**config.mk**
```make
export PLATFORM = sky130hd
export DESIGN_NAME = spm_port_top
export DESIGN_NICKNAME = d
export VERILOG_FILES = /design/src/logic/spm_pkg.sv /design/src/logic/spm_pin_cell.sv /design/src/logic/spm_port_top.sv /design/src/logic/spm_sync.sv
export SDC_FILE = /design/constraint.sdc
export NUM_CORES = 1
export LEC_CHECK = 0
export ABC_AREA = 1
export BUFFER_PORTS_ARGS = -buffer_cell sky130_fd_sc_hd__buf_2
export CAP_MARGIN = 25
export CORE_MARGIN = 4
export CORE_UTILIZATION = 28
export CTS_BUF_LIST = sky130_fd_sc_hd__clkbuf_2
export DETAILED_ROUTE_END_ITERATION = 10
export SYNTH_ARGS = -nofsm -noshare
export SYNTH_HDL_FRONTEND = slang
export SYNTH_SLANG_ARGS = --single-unit
```
**constraint.sdc**
```tcl
create_clock -name i_clk -period 1.22 [get_ports i_clk]
set_input_delay 0.244 -clock i_clk [delete_from_list [all_inputs] [get_ports i_clk]]
set_output_delay 0.244 -clock i_clk [all_outputs]
set_load 0.02 [all_outputs]
```
**src/logic/spm_pkg.sv**
```systemverilog
// package of register map, field positions and reset values for the seven-bit port
// ==========================================================================
// ==========================================================================
package spm_pkg;

    // ==================================================================
    // register addresses
    localparam logic [7:0] ADDR_PIN_LEVEL = 8'h00;
    localparam logic [7:0] ADDR_OUT_LATCH = 8'h01;
    localparam logic [7:0] ADDR_DIRECTION = 8'h02;
    localparam logic [7:0] ADDR_ANA_LOW = 8'h03;
    localparam logic [7:0] ADDR_ANA_HIGH = 8'h04;
    localparam logic [7:0] ADDR_CMP_STATUS = 8'h05;
    localparam logic [7:0] ADDR_VREF_CTRL = 8'h06;
    localparam logic [7:0] ADDR_SEG_MID = 8'h07;
    localparam logic [7:0] ADDR_SEG_HIGH = 8'h08;

    // ==================================================================
    // reset values
    localparam logic [7:0] RST_OUT_LATCH = 8'h00;
    localparam logic [7:0] RST_DIRECTION = 8'hfe;
    localparam logic [7:0] RST_ANA_LOW = 8'hff;
    localparam logic [7:0] RST_ANA_HIGH = 8'hff;
    localparam logic [7:0] RST_VREF_CTRL = 8'h00;
    localparam logic [7:0] RST_SEG_MID = 8'h00;
    localparam logic [7:0] RST_SEG_HIGH = 8'h00;

    // ==================================================================
    // field positions and masks
    localparam logic [7:0] PORT_IMPL_MASK = 8'hfe;
    localparam logic [7:0] CMP_STATUS_MASK = 8'he0;
    localparam int CMP_OUT_LSB = 5;
    localparam int VREF_EN_BIT = 7;
    localparam int VREF_OE_BIT = 6;
    // analog channel per pin: pins 1,2 on low 6,7; pins 3..6 on high 0..3; pin 7 on low 5
    localparam int ANA_PIN1_BIT = 6;
    localparam int ANA_PIN2_BIT = 7;
    localparam int ANA_PIN3_BIT = 0;
    localparam int ANA_PIN7_BIT = 5;
    // segment per pin: pins 1..5 on mid 3..7; pins 6,7 on high 0,1
    localparam int SEG_PIN1_BIT = 3;
    localparam int SEG_PIN6_BIT = 0;
    localparam int REF_PIN = 5;
    localparam int CHARGER_PIN = 3;
    localparam int SLAVE_SEL_PIN = 7;

endpackage

```
**src/logic/spm_pin_cell.sv**
```systemverilog
// function selector of one port pin
`timescale 1ns/1ps
module spm_pin_cell (
    input wire logic i_latch,    // output latch bit
    input wire logic i_dir,      // direction bit, 1 = input
    input wire logic i_ana_en,   // analog channel select bit
    input wire logic i_seg_en,   // segment enable bit
    input wire logic i_ovr_en,   // reference or charger output enable
    input wire logic i_pin_sync, // synchronised pin level
    output logic o_out,          // digital drive value
    output logic o_oe,           // digital drive enable
    output logic o_rd,           // value seen in pin level register
    output logic o_seg,          // pad routed to segment drive
    output logic o_ovr,          // pad routed to reference or charger
    output logic o_ana           // pad routed to analog channel
);
    logic dig_ok;

    always_comb begin
        o_seg = i_seg_en;
        o_ovr = !i_seg_en && i_ovr_en;
        o_ana = !i_seg_en && !i_ovr_en && i_ana_en;
        // override functions take the pad whatever the direction bit says
        dig_ok = !i_seg_en && !i_ovr_en;
        o_oe = dig_ok && !i_dir;
        o_out = dig_ok && !i_dir && i_latch;
        o_rd = dig_ok && !i_ana_en && i_pin_sync;
    end
endmodule

```
**src/logic/spm_port_top.sv**
```systemverilog
// seven-bit general-purpose port with pin multiplexing and register set
//
// Local design decisions: the register offsets and strobed register access.
`timescale 1ns/1ps
module spm_port_top
    import spm_pkg::*;
(
    input wire logic i_clk,                // system clock, 100 MHz
    input wire logic i_arst_n,             // power-on reset, active low
    input wire logic [7:0] i_addr,         // register address
    input wire logic [7:0] i_wdata,        // write data
    input wire logic i_wr,                 // write strobe
    input wire logic i_rd,                 // read strobe
    output logic [7:0] o_rdata,            // read data, cycle after strobe
    input wire logic [7:1] i_pin_in,       // pad input levels
    output logic [7:1] o_pin_out,          // pad digital drive value
    output logic [7:1] o_pin_oe,           // pad digital drive enable
    output logic [7:1] o_seg_route,        // pad connected to its segment drive
    output logic [7:1] o_ana_route,        // pad connected to its analog channel
    output logic o_ref_route,              // pin five carries reference output
    output logic o_charger_route,          // pin three carries charger output
    input wire logic [2:0] i_cmp_out,      // comparator outputs
    input wire logic i_charger_en,         // pulse charger output request
    output logic o_ref_enable,             // reference generator enabled
    output logic [5:0] o_ref_setting,      // reference range, source and level
    output logic o_serial_slave_select_in  // slave select to serial module
);

    // ==================================================================
    // registers
    logic [7:0] output_latch_reg_q;
    logic [7:0] direction_reg_q;
    logic [7:0] analog_select_low_q;
    logic [7:0] analog_select_high_q;
    logic [7:0] voltage_ref_control_q;
    logic [7:0] segment_enable_mid_q;
    logic [7:0] segment_enable_high_q;

    // ==================================================================
    // per-pin control vectors
    logic [7:1] pin_sync;
    logic [7:1] ana_en;
    logic [7:1] seg_en;
    logic [7:1] ovr_en;
    logic [7:1] pad_out_d;
    logic [7:1] pad_oe_d;
    logic [7:1] pad_rd;
    logic [7:1] pad_seg_d;
    logic [7:1] pad_ovr_d;
    logic [7:1] pad_ana_d;
    logic ref_out_en;
    logic [7:0] pin_level_reg;
    logic [7:0] rdata_d;

    spm_sync #(
        .WIDTH(7)
    ) u_sync (
        .i_clk(i_clk),
        .i_arst_n(i_arst_n),
        .i_async(i_pin_in),
        .o_sync(pin_sync)
    );

    assign ref_out_en = voltage_ref_control_q[VREF_EN_BIT]
        && voltage_ref_control_q[VREF_OE_BIT];

    always_comb begin
        ana_en[1] = analog_select_low_q[ANA_PIN1_BIT];
        ana_en[2] = analog_select_low_q[ANA_PIN2_BIT];
        ana_en[6:3] = analog_select_high_q[ANA_PIN3_BIT +: 4];
        ana_en[7] = analog_select_low_q[ANA_PIN7_BIT];
        seg_en[5:1] = segment_enable_mid_q[SEG_PIN1_BIT +: 5];
        seg_en[7:6] = segment_enable_high_q[SEG_PIN6_BIT +: 2];
        ovr_en = '0;
        ovr_en[REF_PIN] = ref_out_en;
        ovr_en[CHARGER_PIN] = i_charger_en;
    end

    // ==================================================================
    // pin cells
    for (genvar p = 1; p <= 7; p++) begin : g_pin
        spm_pin_cell u_cell (
            .i_latch(output_latch_reg_q[p]),
            .i_dir(direction_reg_q[p]),
            .i_ana_en(ana_en[p]),
            .i_seg_en(seg_en[p]),
            .i_ovr_en(ovr_en[p]),
            .i_pin_sync(pin_sync[p]),
            .o_out(pad_out_d[p]),
            .o_oe(pad_oe_d[p]),
            .o_rd(pad_rd[p]),
            .o_seg(pad_seg_d[p]),
            .o_ovr(pad_ovr_d[p]),
            .o_ana(pad_ana_d[p])
        );
    end

    assign pin_level_reg = {pad_rd, 1'b0};

    // ==================================================================
    // register writes
    always_ff @(posedge i_clk or negedge i_arst_n) begin
        if (!i_arst_n) begin
            output_latch_reg_q <= RST_OUT_LATCH;
        end else if (i_wr && (i_addr == ADDR_OUT_LATCH || i_addr == ADDR_PIN_LEVEL)) begin
            // writing the pin level register lands in the latch
            output_latch_reg_q <= i_wdata & PORT_IMPL_MASK;
        end
    end

    always_ff @(posedge i_clk or negedge i_arst_n) begin
        if (!i_arst_n) begin
            direction_reg_q <= RST_DIRECTION;
        end else if (i_wr && i_addr == ADDR_DIRECTION) begin
            direction_reg_q <= i_wdata & PORT_IMPL_MASK;
        end
    end

    always_ff @(posedge i_clk or negedge i_arst_n) begin
        if (!i_arst_n) begin
            analog_select_low_q <= RST_ANA_LOW;
            analog_select_high_q <= RST_ANA_HIGH;
        end else if (i_wr) begin
            if (i_addr == ADDR_ANA_LOW) begin
                analog_select_low_q <= i_wdata;
            end
            if (i_addr == ADDR_ANA_HIGH) begin
                analog_select_high_q <= i_wdata;
            end
        end
    end

    always_ff @(posedge i_clk or negedge i_arst_n) begin
        if (!i_arst_n) begin
            voltage_ref_control_q <= RST_VREF_CTRL;
        end else if (i_wr && i_addr == ADDR_VREF_CTRL) begin
            voltage_ref_control_q <= i_wdata;
        end
    end

    always_ff @(posedge i_clk or negedge i_arst_n) begin
        if (!i_arst_n) begin
            segment_enable_mid_q <= RST_SEG_MID;
            segment_enable_high_q <= RST_SEG_HIGH;
        end else if (i_wr) begin
            if (i_addr == ADDR_SEG_MID) begin
                segment_enable_mid_q <= i_wdata;
            end
            if (i_addr == ADDR_SEG_HIGH) begin
                segment_enable_high_q <= i_wdata;
            end
        end
    end

    // ==================================================================
    // register reads
    always_comb begin
        unique case (i_addr)
            ADDR_PIN_LEVEL: rdata_d = pin_level_reg;
            ADDR_OUT_LATCH: rdata_d = output_latch_reg_q;
            ADDR_DIRECTION: rdata_d = direction_reg_q;
            ADDR_ANA_LOW: rdata_d = analog_select_low_q;
            ADDR_ANA_HIGH: rdata_d = analog_select_high_q;
            ADDR_CMP_STATUS: rdata_d = {i_cmp_out, 5'h00} & CMP_STATUS_MASK;
            ADDR_VREF_CTRL: rdata_d = voltage_ref_control_q;
            ADDR_SEG_MID: rdata_d = segment_enable_mid_q;
            ADDR_SEG_HIGH: rdata_d = segment_enable_high_q;
            default: rdata_d = 8'h00;
        endcase
    end

    // read data stand only in the cycle after the strobe
    always_ff @(posedge i_clk or negedge i_arst_n) begin
        if (!i_arst_n) begin
            o_rdata <= 8'h00;
        end else if (i_rd) begin
            o_rdata <= rdata_d;
        end else begin
            o_rdata <= 8'h00;
        end
    end

    // ==================================================================
    // registered pad controls
    always_ff @(posedge i_clk or negedge i_arst_n) begin
        if (!i_arst_n) begin
            o_pin_out <= '0;
            o_pin_oe <= '0;
            o_seg_route <= '0;
            o_ana_route <= '1;
            o_ref_route <= 1'b0;
            o_charger_route <= 1'b0;
        end else begin
            o_pin_out <= pad_out_d;
            o_pin_oe <= pad_oe_d;
            o_seg_route <= pad_seg_d;
            o_ana_route <= pad_ana_d;
            o_ref_route <= pad_ovr_d[REF_PIN];
            o_charger_route <= pad_ovr_d[CHARGER_PIN];
        end
    end

    always_ff @(posedge i_clk or negedge i_arst_n) begin
        if (!i_arst_n) begin
            o_ref_enable <= 1'b0;
            o_ref_setting <= 6'h00;
        end else begin
            o_ref_enable <= voltage_ref_control_q[VREF_EN_BIT];
            o_ref_setting <= voltage_ref_control_q[5:0];
        end
    end

    // slave select idles high unless pin seven is an input without segment
    always_ff @(posedge i_clk or negedge i_arst_n) begin
        if (!i_arst_n) begin
            o_serial_slave_select_in <= 1'b1;
        end else if (direction_reg_q[SLAVE_SEL_PIN] && !seg_en[SLAVE_SEL_PIN]) begin
            o_serial_slave_select_in <= pin_sync[SLAVE_SEL_PIN];
        end else begin
            o_serial_slave_select_in <= 1'b1;
        end
    end

endmodule

```
**src/logic/spm_sync.sv**
```systemverilog
// two-flop synchroniser for pin levels
`timescale 1ns/1ps
module spm_sync #(
    parameter int WIDTH = 7
) (
    input wire logic i_clk,               // system clock
    input wire logic i_arst_n,            // async reset, active low
    input wire logic [WIDTH-1:0] i_async, // level from outside the clock domain
    output logic [WIDTH-1:0] o_sync       // synchronised level
);
    logic [WIDTH-1:0] meta_q;

    always_ff @(posedge i_clk or negedge i_arst_n) begin
        if (!i_arst_n) begin
            meta_q <= '0;
            o_sync <= '0;
        end else begin
            meta_q <= i_async;
            o_sync <= meta_q;
        end
    end
endmodule

```
## Word-level counts from Yosys, hierarchy flattened

Cells that the tools add are included.

| word-level totals | value |
|---|---|
| output and inout bits | 46 |
| bits in latches | 0 |
| bits in registers | 114 |
| memory bits (read-only) | 0 |
| memories | 0 |
| memory bits (writable) | 0 |
| word-level logic and storage cells | 103 |
| bits of input ports | 31 |

| cells by class | value |
|---|---|
| $mul | 0 |
| magnitude comparators | 0 |
| add/subtract/negate cells | 0 |
| reductions and logical operators | 73 |
| mux-type cells | 3 |
| div/mod/pow operators | 0 |
| shifts and indexed selects | 0 |
| equal/unequal tests | 8 |
| bitwise gates (word level) | 0 |

Operators by type and width:

| operator | count |
|---|---|
| $pmux 8 s9 | 1 |
| $logic_and 1x1->1 | 44 |
| $eq 8x3->1 const B | 4 |
| $logic_not 1->1 | 23 |
| $eq 8x2->1 const B | 2 |
| $eq 8x1->1 const B | 1 |
| $eq 8x4->1 const B | 1 |
| $logic_not 8->1 | 1 |
| $mux 8 | 1 |
| $reduce_and 2->1 | 4 |
| $logic_or 1x1->1 | 1 |
| $mux 1 | 1 |

## Depth between registers and ports, before layout

Gate-level depths: netlist of run 1.

| logic depth | value |
|---|---|
| word-level depth | 7 |
| mapped depth | 11 |
| mapped depth without buffers | 9 |

## By module

A second synthesis of run 1 with hierarchy kept.

| second synthesis, totals | value |
|---|---|
| cell total of the unflattened synthesis | 507 |
| area, all modules | 4669.5 um^2 |

Modules (own cells, without submodules):

| module | instances | cells each | area each (um^2) | sequential area each (um^2) |
|---|---|---|---|---|
| spm_port_top | 1 | 395 | 3907.5 | 2541.2 |
| spm_pin_cell | 7 | 14 | 58.8 | 0.0 |
| spm_sync | 1 | 14 | 350.3 | 350.3 |

## Worst setup path after synthesis of run 1

Ideal clock, no wire load.

| path | value |
|---|---|
| path kind | in2reg |
| from | input i_addr[7] |
| to | register output_latch_reg_q[4] |
| buffers on the path | 2 |
| data arrival time | 1102 ps |
| data required time | 1094 ps |
| path slack | -9 ps |
| stages | 10 |
| setup time | 126 ps |
| cell sequence | nor2_2 > nand2_2 > inv_4 > buf_8 > nand2_4 > o21ai_2 > nand2_4 > buf_6 > nand2_2 > o21ai_2 |

| on the way | value |
|---|---|
| cells in the longest elaborated chain, start to end | 3 |
| elaborated cells between the ends (all ways) | 4 |
| classes of those cells | eq/ne (1); reduce/logical (3) |

RTL lines:

| what | line | RTL |
|---|---|---|
| start, declared | spm_port_top.sv:10 | `input wire logic [7:0] i_addr,` |
| $eq 8x1->1 or $logic_not 8->1 (tied branches) | spm_port_top.sv:105 | `end else if (i_wr && (i_addr == ADDR_OUT_LATCH \|\| i_addr == ADDR_PIN_LEVEL)) begin` |
| $logic_or 1x1->1 * | spm_port_top.sv:105 |  |
| $logic_and 1x1->1 * | spm_port_top.sv:105 |  |
| end signal, assigned | spm_port_top.sv:107 | `output_latch_reg_q <= i_wdata & PORT_IMPL_MASK;` |
| end, declared | spm_port_top.sv:31 | `logic [7:0] output_latch_reg_q;` |

Every way passes the cells marked *; elsewhere a longest branch is shown, timed or not.
A chain may end at the register's enable or synchronous reset.

## Worst setup path after layout of run 1

| path | value |
|---|---|
| from | register o_ana_route[1] in the netlist's numbering |
| to | output o_ana_route[1] in the netlist's numbering |

RTL lines:

| what | line | RTL |
|---|---|---|
| start, declared | spm_port_top.sv:19 | `output logic [7:1] o_ana_route,` |
| start signal, assigned | spm_port_top.sv:197 | `o_ana_route <= pad_ana_d;` |

No word-level cell between the ends.

==> results of run 1 <==
-- logic make-up (layout without fill, tap and decap cells) --
family | Yosys count | after routing | share of synthesized area
flops | 114 | 114 | 0.609
compound gates | 58 | 58 | 0.0920
simple gates | 227 | 227 | 0.240
buf+inv | 50 | 214 | 0.0583
-- routing by layer --
layer,GRT usage,share of wire,vias to the layer above,wire length [um]
li1,-,-,1776,-
met1,0.188,0.46,1745,5880
met2,0.216,0.46,105,5890
met3,0.0508,0.069,19,889
met4,0.0478,0.019,0,240
met5,0,0,-,0
-- state kept, by name, indices dropped and copies added, names as in the netlist, 6 cells and up --
register and flops:
voltage_ref_control_q 8, segment_enable_mid_q 8, o_pin_out 7, o_ana_route 7, o_seg_route 7, u_sync.meta_q 7
analog_select_low_q 8, o_ref_setting 6, segment_enable_high_q 8, analog_select_high_q 8, o_rdata 8, direction_reg_q 7
o_pin_oe 7, u_sync.o_sync 7, output_latch_reg_q 7
-- path summary, 6_finish.rpt --
| path | startpoint | to | slack, ns | cells past startpoint |
|---|---|---|---|---|
| worst max-delay path | o_ana_route[1] | o_ana_route[1] | -0.37 | 1 |
| worst min-delay path | i_wr | analog_select_low_q[0] | 0.08 | 4 |
| worst max register to register | analog_select_high_q[2] | o_rdata[5] | 0.07 | 9 |
| worst min register to register | u_sync.meta_q[0] | u_sync.o_sync[0] | 0.35 | 0 |
| max in group asynchronous | i_arst_n | u_sync.o_sync[2] | 0.34 | 3 |
| min in group asynchronous | i_arst_n | direction_reg_q[3] | 0.12 | 2 |
-- cell type report --
class / count / area [um2]
clock buffer: 23 / 115
clock inverter: 9 / 91.3
fill: 1694 / 10000
inverter: 38 / 145
multi-input combinational: 285 / 1630
sequential: 114 / 2890
tap: 220 / 275
timing repair buffer: 144 / 1390
-- cell usage after synthesis --
library cell	n	area share
buf_4	2	0.0032
nand2_4	8	0.019
nor3_2	2	0.0042
inv_2	6	0.0047
inv_4	1	0.0013
nand2_2	13	0.017
o21ai_2	39	0.072
nor3_1	2	0.0021
nand3_4	1	0.0037
nor2_1	41	0.032
or2_2	1	0.0013
nand3_1	48	0.051
dfstp_2	31	0.17
buf_8	1	0.0032
nor3b_1	10	0.016
buf_6	9	0.021
o21ai_0	3	0.0032
nor2_2	5	0.0066
dfrtp_1	83	0.44
nand3b_1	1	0.0016
o21ai_1	16	0.017
nand4_1	8	0.011
nand2_1	83	0.066
inv_1	31	0.025
nor2_4	4	0.0095
-- power groups by stage --
stage / logic, mW / clock network (mW) / registers [mW]
2_1_floorplan: 0.276 / 0 / 4.26
3_3_place_gp: 0.783 / 0 / 4.18
3_5_place_dp: 0.796 / 0 / 4.19
4_1_cts: 0.943 / 2.38 / 4.14
5_1_grt: 1.03 / 2.55 / 4.17
6_report: 0.942 / 2.29 / 4.14
-- per-stage QoR --
step | power [mW] | cells | cell area [um2] | util
CTS | 7.46 | 828 | 6480 | 0.391
floorplan | 4.53 | 449 | 4770 | -
global route | 7.75 | 833 | 6530 | 0.394
finish | 7.37 | 833 | 6530 | 0.394
detailed placement | 4.98 | 775 | 5760 | 0.347
global placement | 4.97 | 775 | 5760 | 0.347
-- timing repair --
action                                 CTS  global route
resized for setup                       95             8
endpoints found under the hold margin  181             0
buffers inserted                         0             5
hold buffers                            21             0
pin swaps                                0             0
setup endpoints to repair               49            67
-- layout by cell type, fill, tap and decap left out, drive strengths merged --
cell,instances
buf,123
nand2,104
dfrtp,83
o21ai,58
nor2,50
nand3,49
inv,38
dfstp,31
clkbuf,23
dlygate4sd3,20
nor3b,10
nand4,8
clkinv,7
nor3,4
bufinv,2
or2,1
nand3b,1
dlymetal6s4s,1
==> results.cfg, run 1 <==
[global_route]
grt_pass1_vias = 3865
grt_use_total = 0.142
grt_first_pass_wirelength_um = 21100
antenna_found_initial = 0
grt-ovfl-total = 0
grt_max_degree = 40

[pwr]
p_clk_frac = 0.311
p_sw_mw = 1.97
powerDensity_mw_per_mm2 = 1130
combPwrFrac = 0.128
pwr-share-seq = 0.562
p_leak_nw = 3.10
peakVddDrop_mv = 0.505
power.share.switching = 0.267
p_int_mw = 5.40

[route]
routed_via_density = 4.38
routed_wl_um = 12900
antenna_left = 0
first_pass_iters = 4
post_drt_wl_per_cell_um = 15.5
drt_iter0_markers = 192
drc = 0
vias = 3645

[place]
port_buffers = 76
gp_congestion = 0.876
dp.final_hpwl_um = 9580
pre_cts_ws_ns = -0.321

[final_layout]
fin_nets = 631
n_antenna_cell = 0
drive_above_1_share = 0.442
syn_to_final_growth_pct = 37.7

[sta]
fin_ws_ns = -0.371
finalHoldViolCount = 0
max_freq_ghz = 0.628
slew_viol_final = 0
fin_crit_sh = 1.30
slew_headroom = 0.535
final.setup.tns_ns = -11.56
rsz0062_at_grt = true
finalSetupViolCount = 46
max_slew.worst_pin.slew_ns = 0.698
period_needed_ns = 1.59
holdWs_ns = 0.0764
skew_ns = 0.0277

[setup_path]
critPathMaxFanout = 1
critical_path_class = flip-flop to output pin
arrival_ns = 1.35
crit_chain = buf_6
cp_data_required_time_ns = 0.98
cp-start-kind = flip-flop
critPathBufInv = 1
crit_path_top_delay_cell = dfstp_2
cp-end-kind = output pin
path_delay_family = flip-flops
slowest_delay_ns = 0.56

[yosys]
yosysSeqAreaShare = 0.609
syn_area_per_cell_um2 = 10.6
ys_warn_count = 0
syn-num-nets = 480
ys_seq_elements = 114
synth_area_mm2 = 0.00474
synthCells = 449
ys_types = 25

[floorplan]
die_h_um = 138
num_rows = 47
ios = 77
fp.dieArea_mm2 = 0.0191
start_util = 0.286
die_x_um = 138
coreArea_mm2 = 0.0166

[clock_tree]
h-tree-depth = 4
clock_latency_ns = 0.68
cts_max_path_buffers = 2
cts.sink_count = 114
root_buffer = clkbuf_2
cts_tree = yes
cts.clk_slew.worst_paths_ns = 0.17
cts_buffers = 17

[job]
drv_cap = 0

[status]
status = complete, but fails checks
failed_checks = setup timing

[min_path]
hold_path_class = input port to flip-flop
No activity file was read; power rests on OpenSTA's default activity.
==> run 2: changes to the inputs <==
--- a/config.mk
+++ b/config.mk
@@ -12,6 +12,7 @@
 export CORE_UTILIZATION = 28
 export CTS_BUF_LIST = sky130_fd_sc_hd__clkbuf_2
 export DETAILED_ROUTE_END_ITERATION = 10
+export MAX_ROUTING_LAYER = met4
 export SYNTH_ARGS = -nofsm -noshare
 export SYNTH_HDL_FRONTEND = slang
 export SYNTH_SLANG_ARGS = --single-unit
==> results.cfg, run 2 (synthesized netlist as in run 1, its figures left out) <==
[status]
status = complete, but fails checks
failed_checks = setup timing

[global_route]
antenna_found_initial = 0
grt-ovfl-total = 0
grt_pass1_vias = 4022
grt_first_pass_wirelength_um = 21500
grt_max_degree = 35
grt_use_total = 0.148

[setup_path]
cp-end-kind = output pin
arrival_ns = 1.35
worstReg2RegStart = analog_select_high_q[2]
slowest_delay_ns = 0.57
cp_data_required_time_ns = 0.98
timing.rr.end = o_rdata[5]
cp-start-kind = flip-flop
path_delay_family = flip-flops
critPathMaxFanout = 1
crit_chain = buf_6
reg2reg_slack_ns = 0.02
critPathBufInv = 1
startpoint = o_ana_route[1]
crit_path_top_delay_cell = dfstp_2
crit_cells = 1
critical_path_class = flip-flop to output pin
endpoint = o_ana_route[1]
reg2regPathDepth = 9

[final_layout]
instances_no_fill = 830
drive_above_1_share = 0.449
stdcell_area_mm2 = 0.00648
syn_to_final_growth_pct = 36.6
utilization = 0.391
mostFrequentLayoutCells = 81 x nand2_1, 81 x dfrtp_1, 48 x nand3_1
fin_nets = 628
n_antenna_cell = 0

[place]
port_buffers = 76
dp.final_hpwl_um = 9770
dpl-instance-area_mm2 = 0.00576
dp_cells = 778
pre_cts_ws_ns = -0.359
gp_congestion = 0.934

[sta]
max_freq_ghz = 0.629
max_slew.worst_pin.slew_ns = 0.630
fin_ws_ns = -0.371
period_needed_ns = 1.59
final.setup.tns_ns = -10.76
rsz0062_at_grt = true
slew_viol_final = 0
skew_ns = 0.0278
slew_headroom = 0.578
holdWs_ns = 0.0895
fin_crit_sh = 1.30
finalHoldViolCount = 0
finalSetupViolCount = 46

[route]
antenna_left = 0
first_pass_iters = 5
routed_wl_um = 13100
vias = 3641
drt_iter0_markers = 281
routed_via_density = 4.39
post_drt_wl_per_cell_um = 15.8
drc = 0

[clock_tree]
cts_tree = yes
h-tree-depth = 4
root_buffer = clkbuf_2
post_cts_buffers = 0
cts_buffers = 17
cts_max_path_buffers = 2
cts.clk_slew.worst_paths_ns = 0.19
clock_latency_ns = 0.67
cts.sink_count = 114

[job]
drv_cap = 0

[floorplan]
die_x_um = 138
num_rows = 47
start_util = 0.286
coreArea_mm2 = 0.0166
fp.dieArea_mm2 = 0.0191
ios = 77
die_h_um = 138

[pwr]
finalPower_mw = 7.18
p_leak_nw = 3.06
powerDensity_mw_per_mm2 = 1110
peakVddDrop_mv = 0.663

[min_path]
hold_path_class = input port to flip-flop
==> run 2: cell count changes in the layout (fill, tap and decap cells not counted), sizes merged <==
cell and change:
bufinv -1, clkbuf -3, dlygate4sd3 -1, buf -2
clkinvlp +4
==> run 2: final cells by class <==
type                            instances  area [um2]
Timing Repair Buffer                  141        1340
Sequential cell                       114        2890
Tap cell                              220         275
Clock inverter                         12        93.8
Fill cell                            1691       10100
Clock buffer                           20         100
Inverter                               38         145
Multi-Input combinational cell        285        1640
==> run 2: layer usage <==
metal | vias up | part of all wire | global-route usage
li1 | 1770 | - | -
met1 | 1745 | 0.45 | 0.190
met2 | 107 | 0.47 | 0.232
met3 | 19 | 0.057 | 0.0401
met4 | 0 | 0.017 | 0.0437
met5 | - | 0 | -
==> run 2: worst min-delay path by stage <==
stage	start	cells after the start	end	slack, ns
finish	i_cmp_out[2]	7	o_rdata[7]	0.09
global route	i_cmp_out[2]	7	o_rdata[7]	0.03
CTS	i_cmp_out[2]	7	o_rdata[7]	0.01
detailed placement	i_arst_n	1	o_seg_route[6]	0.15
global placement	i_arst_n	1	o_seg_route[6]	0.15
floorplan	i_arst_n	0	o_charger_route	-0.05
==> run 2: what timing repair did <==
action | CTS | global route
hold buffers | 20 | 0
gates cloned | 0 | 0
setup endpoints to repair | 49 | 54
endpoints found under the hold margin | 182 | 0
pin swaps | 0 | 4
resized for setup | 95 | 11
==> run 2: power by group <==
part / total, mW / internal, mW / switching, mW
Combinational: 0.935 / 0.429 / 0.506
Sequential: 4.14 / 4.01 / 0.132
Clock: 2.10 / 0.724 / 1.38
Total: 7.18 / 5.16 / 2.02
==> run 3: changes to the inputs <==
--- a/config.mk
+++ b/config.mk
@@ -15,4 +15,5 @@
 export MAX_ROUTING_LAYER = met4
 export SYNTH_ARGS = -nofsm -noshare
 export SYNTH_HDL_FRONTEND = slang
+export SYNTH_HIERARCHICAL = 1
 export SYNTH_SLANG_ARGS = --single-unit
==> results.cfg, run 3 <==
[floorplan]
num_rows = 46
ios = 77
start_util = 0.288
coreArea_mm2 = 0.0161
fp.dieArea_mm2 = 0.0187
die_h_um = 137
die_x_um = 137

[clock_tree]
cts_buffers = 17
root_buffer = clkbuf_2
cts_max_path_buffers = 2
h-tree-depth = 4
clock_latency_ns = 0.66
cts.clk_slew.worst_paths_ns = 0.17
cts_tree = yes
cts.sink_count = 114

[route]
antenna_left = 0
drt_iter0_markers = 316
post_drt_wl_per_cell_um = 13.9
routed_wl_um = 12300
drc = 0
first_pass_iters = 5
wl_met3_um = 752
wl_met2_um = 5530
routed_via_density = 4.21
vias = 3733
top_layer = met4
drt-met1-wl_um = 5860

[sta]
fin_crit_sh = 1.28
finalHoldViolCount = 0
fin_ws_ns = -0.346
rsz0062_at_grt = true
slew_viol_final = 0
slew_headroom = 0.644
period_needed_ns = 1.57
finalSetupViolCount = 47
final.setup.tns_ns = -11.03
skew_ns = 0.0282
max_slew.worst_pin.slew_ns = 0.535
max_freq_ghz = 0.638

[pwr]
finalPower_mw = 7.34
powerDensity_mw_per_mm2 = 1140
p_leak_nw = 3.10
peakVddDrop_mv = 0.674

[yosys]
ys_warn_count = 6
synthCells = 497
syn_area_per_cell_um2 = 9.32
synth_area_mm2 = 0.00463

[global_route]
grt_use_total = 0.145
grt_first_pass_wirelength_um = 19800
grt_pass1_vias = 3736
antenna_found_initial = 0
grt-ovfl-total = 0
grt_max_degree = 35

[min_path]
hold_path_class = input port to flip-flop

[setup_path]
cp-end-kind = output pin
critPathMaxFanout = 1
crit_path_top_delay_cell = dfstp_2
crit_chain = buf_6
path_delay_family = flip-flops
cp-start-kind = flip-flop
cp_data_required_time_ns = 0.98
critical_path_class = flip-flop to output pin
slowest_delay_ns = 0.57
arrival_ns = 1.32
critPathBufInv = 1

[status]
failed_checks = setup timing
status = complete, but fails checks

[place]
gp_congestion = 0.887
dp.final_hpwl_um = 8940
port_buffers = 76

[job]
drv_cap = 0

[final_layout]
fin_nets = 688
syn_to_final_growth_pct = 38.5
final_common_cell = nand2_1
drive_above_1_share = 0.357
fillCellCount = 1602
n_antenna_cell = 0
mostFrequentLayoutCells = 114 x nand2_1, 83 x dfrtp_1, 55 x buf_4
-- run 3: metrics by stage --
| step | hold slack [ns] | util | area (um2) | std cells | worst slack [ns] |
|---|---|---|---|---|---|
| finish | 0.0904 | 0.400 | 6420 | 886 | -0.346 |
| global route | 0.0284 | 0.400 | 6420 | 886 | -0.464 |
| CTS | 0.0130 | 0.394 | 6330 | 879 | -0.407 |
| detailed placement | 0.166 | 0.349 | 5610 | 827 | -0.462 |
| global placement | 0.164 | 0.349 | 5610 | 827 | -0.476 |
| floorplan | -0.0516 | - | 4650 | 501 | -0.0246 |
-- run 3: layer usage --
layer	global-route usage	vias to the layer above
met3	0.0327	12
met1	0.201	1725
li1	-	1876
met4	0.0431	0
met5	-	-
met2	0.212	120
-- run 3: worst paths after layout --
| path | startpoint | endpoint | slack, ns | depth (start not counted) |
|---|---|---|---|---|
| max in group asynchronous | i_arst_n | segment_enable_mid_q[1] | 0.41 | 3 |
| worst max register to register | voltage_ref_control_q[7] | o_rdata[5] | -0.01 | 9 |
| worst min register to register | u_sync/meta_q[3] | u_sync/o_sync[3] | 0.36 | 0 |
| min in group asynchronous | i_arst_n | analog_select_high_q[1] | 0.21 | 2 |
| worst max-delay path | o_ana_route[4] | o_ana_route[4] | -0.35 | 1 |
| worst min-delay path | i_cmp_out[0] | o_rdata[5] | 0.09 | 5 |
-- run 3: cell type report --
type	count	area (um2)	area share
Multi-Input combinational cell	306	1430	0.222
Inverter	64	240	0.0374
Tap cell	216	270	0.0421
Sequential cell	114	2890	0.451
Timing Repair Buffer	154	1360	0.212
Clock buffer	18	90.1	0.0140
Clock inverter	14	140	0.0218
-- run 3: power breakdown --
part / switching, mW / internal (mW)
sequential: 0.107 / 3.99
clock: 1.50 / 0.926
combinational: 0.450 / 0.368
-- run 3: timing repair --
action,4_1_cts,5_1_grt
setup endpoints to repair,47,61
hold buffers,20,0
gates resized for setup,94,19
hold endpoints to repair,157,0
pin swaps,2,17
buffers inserted,0,7
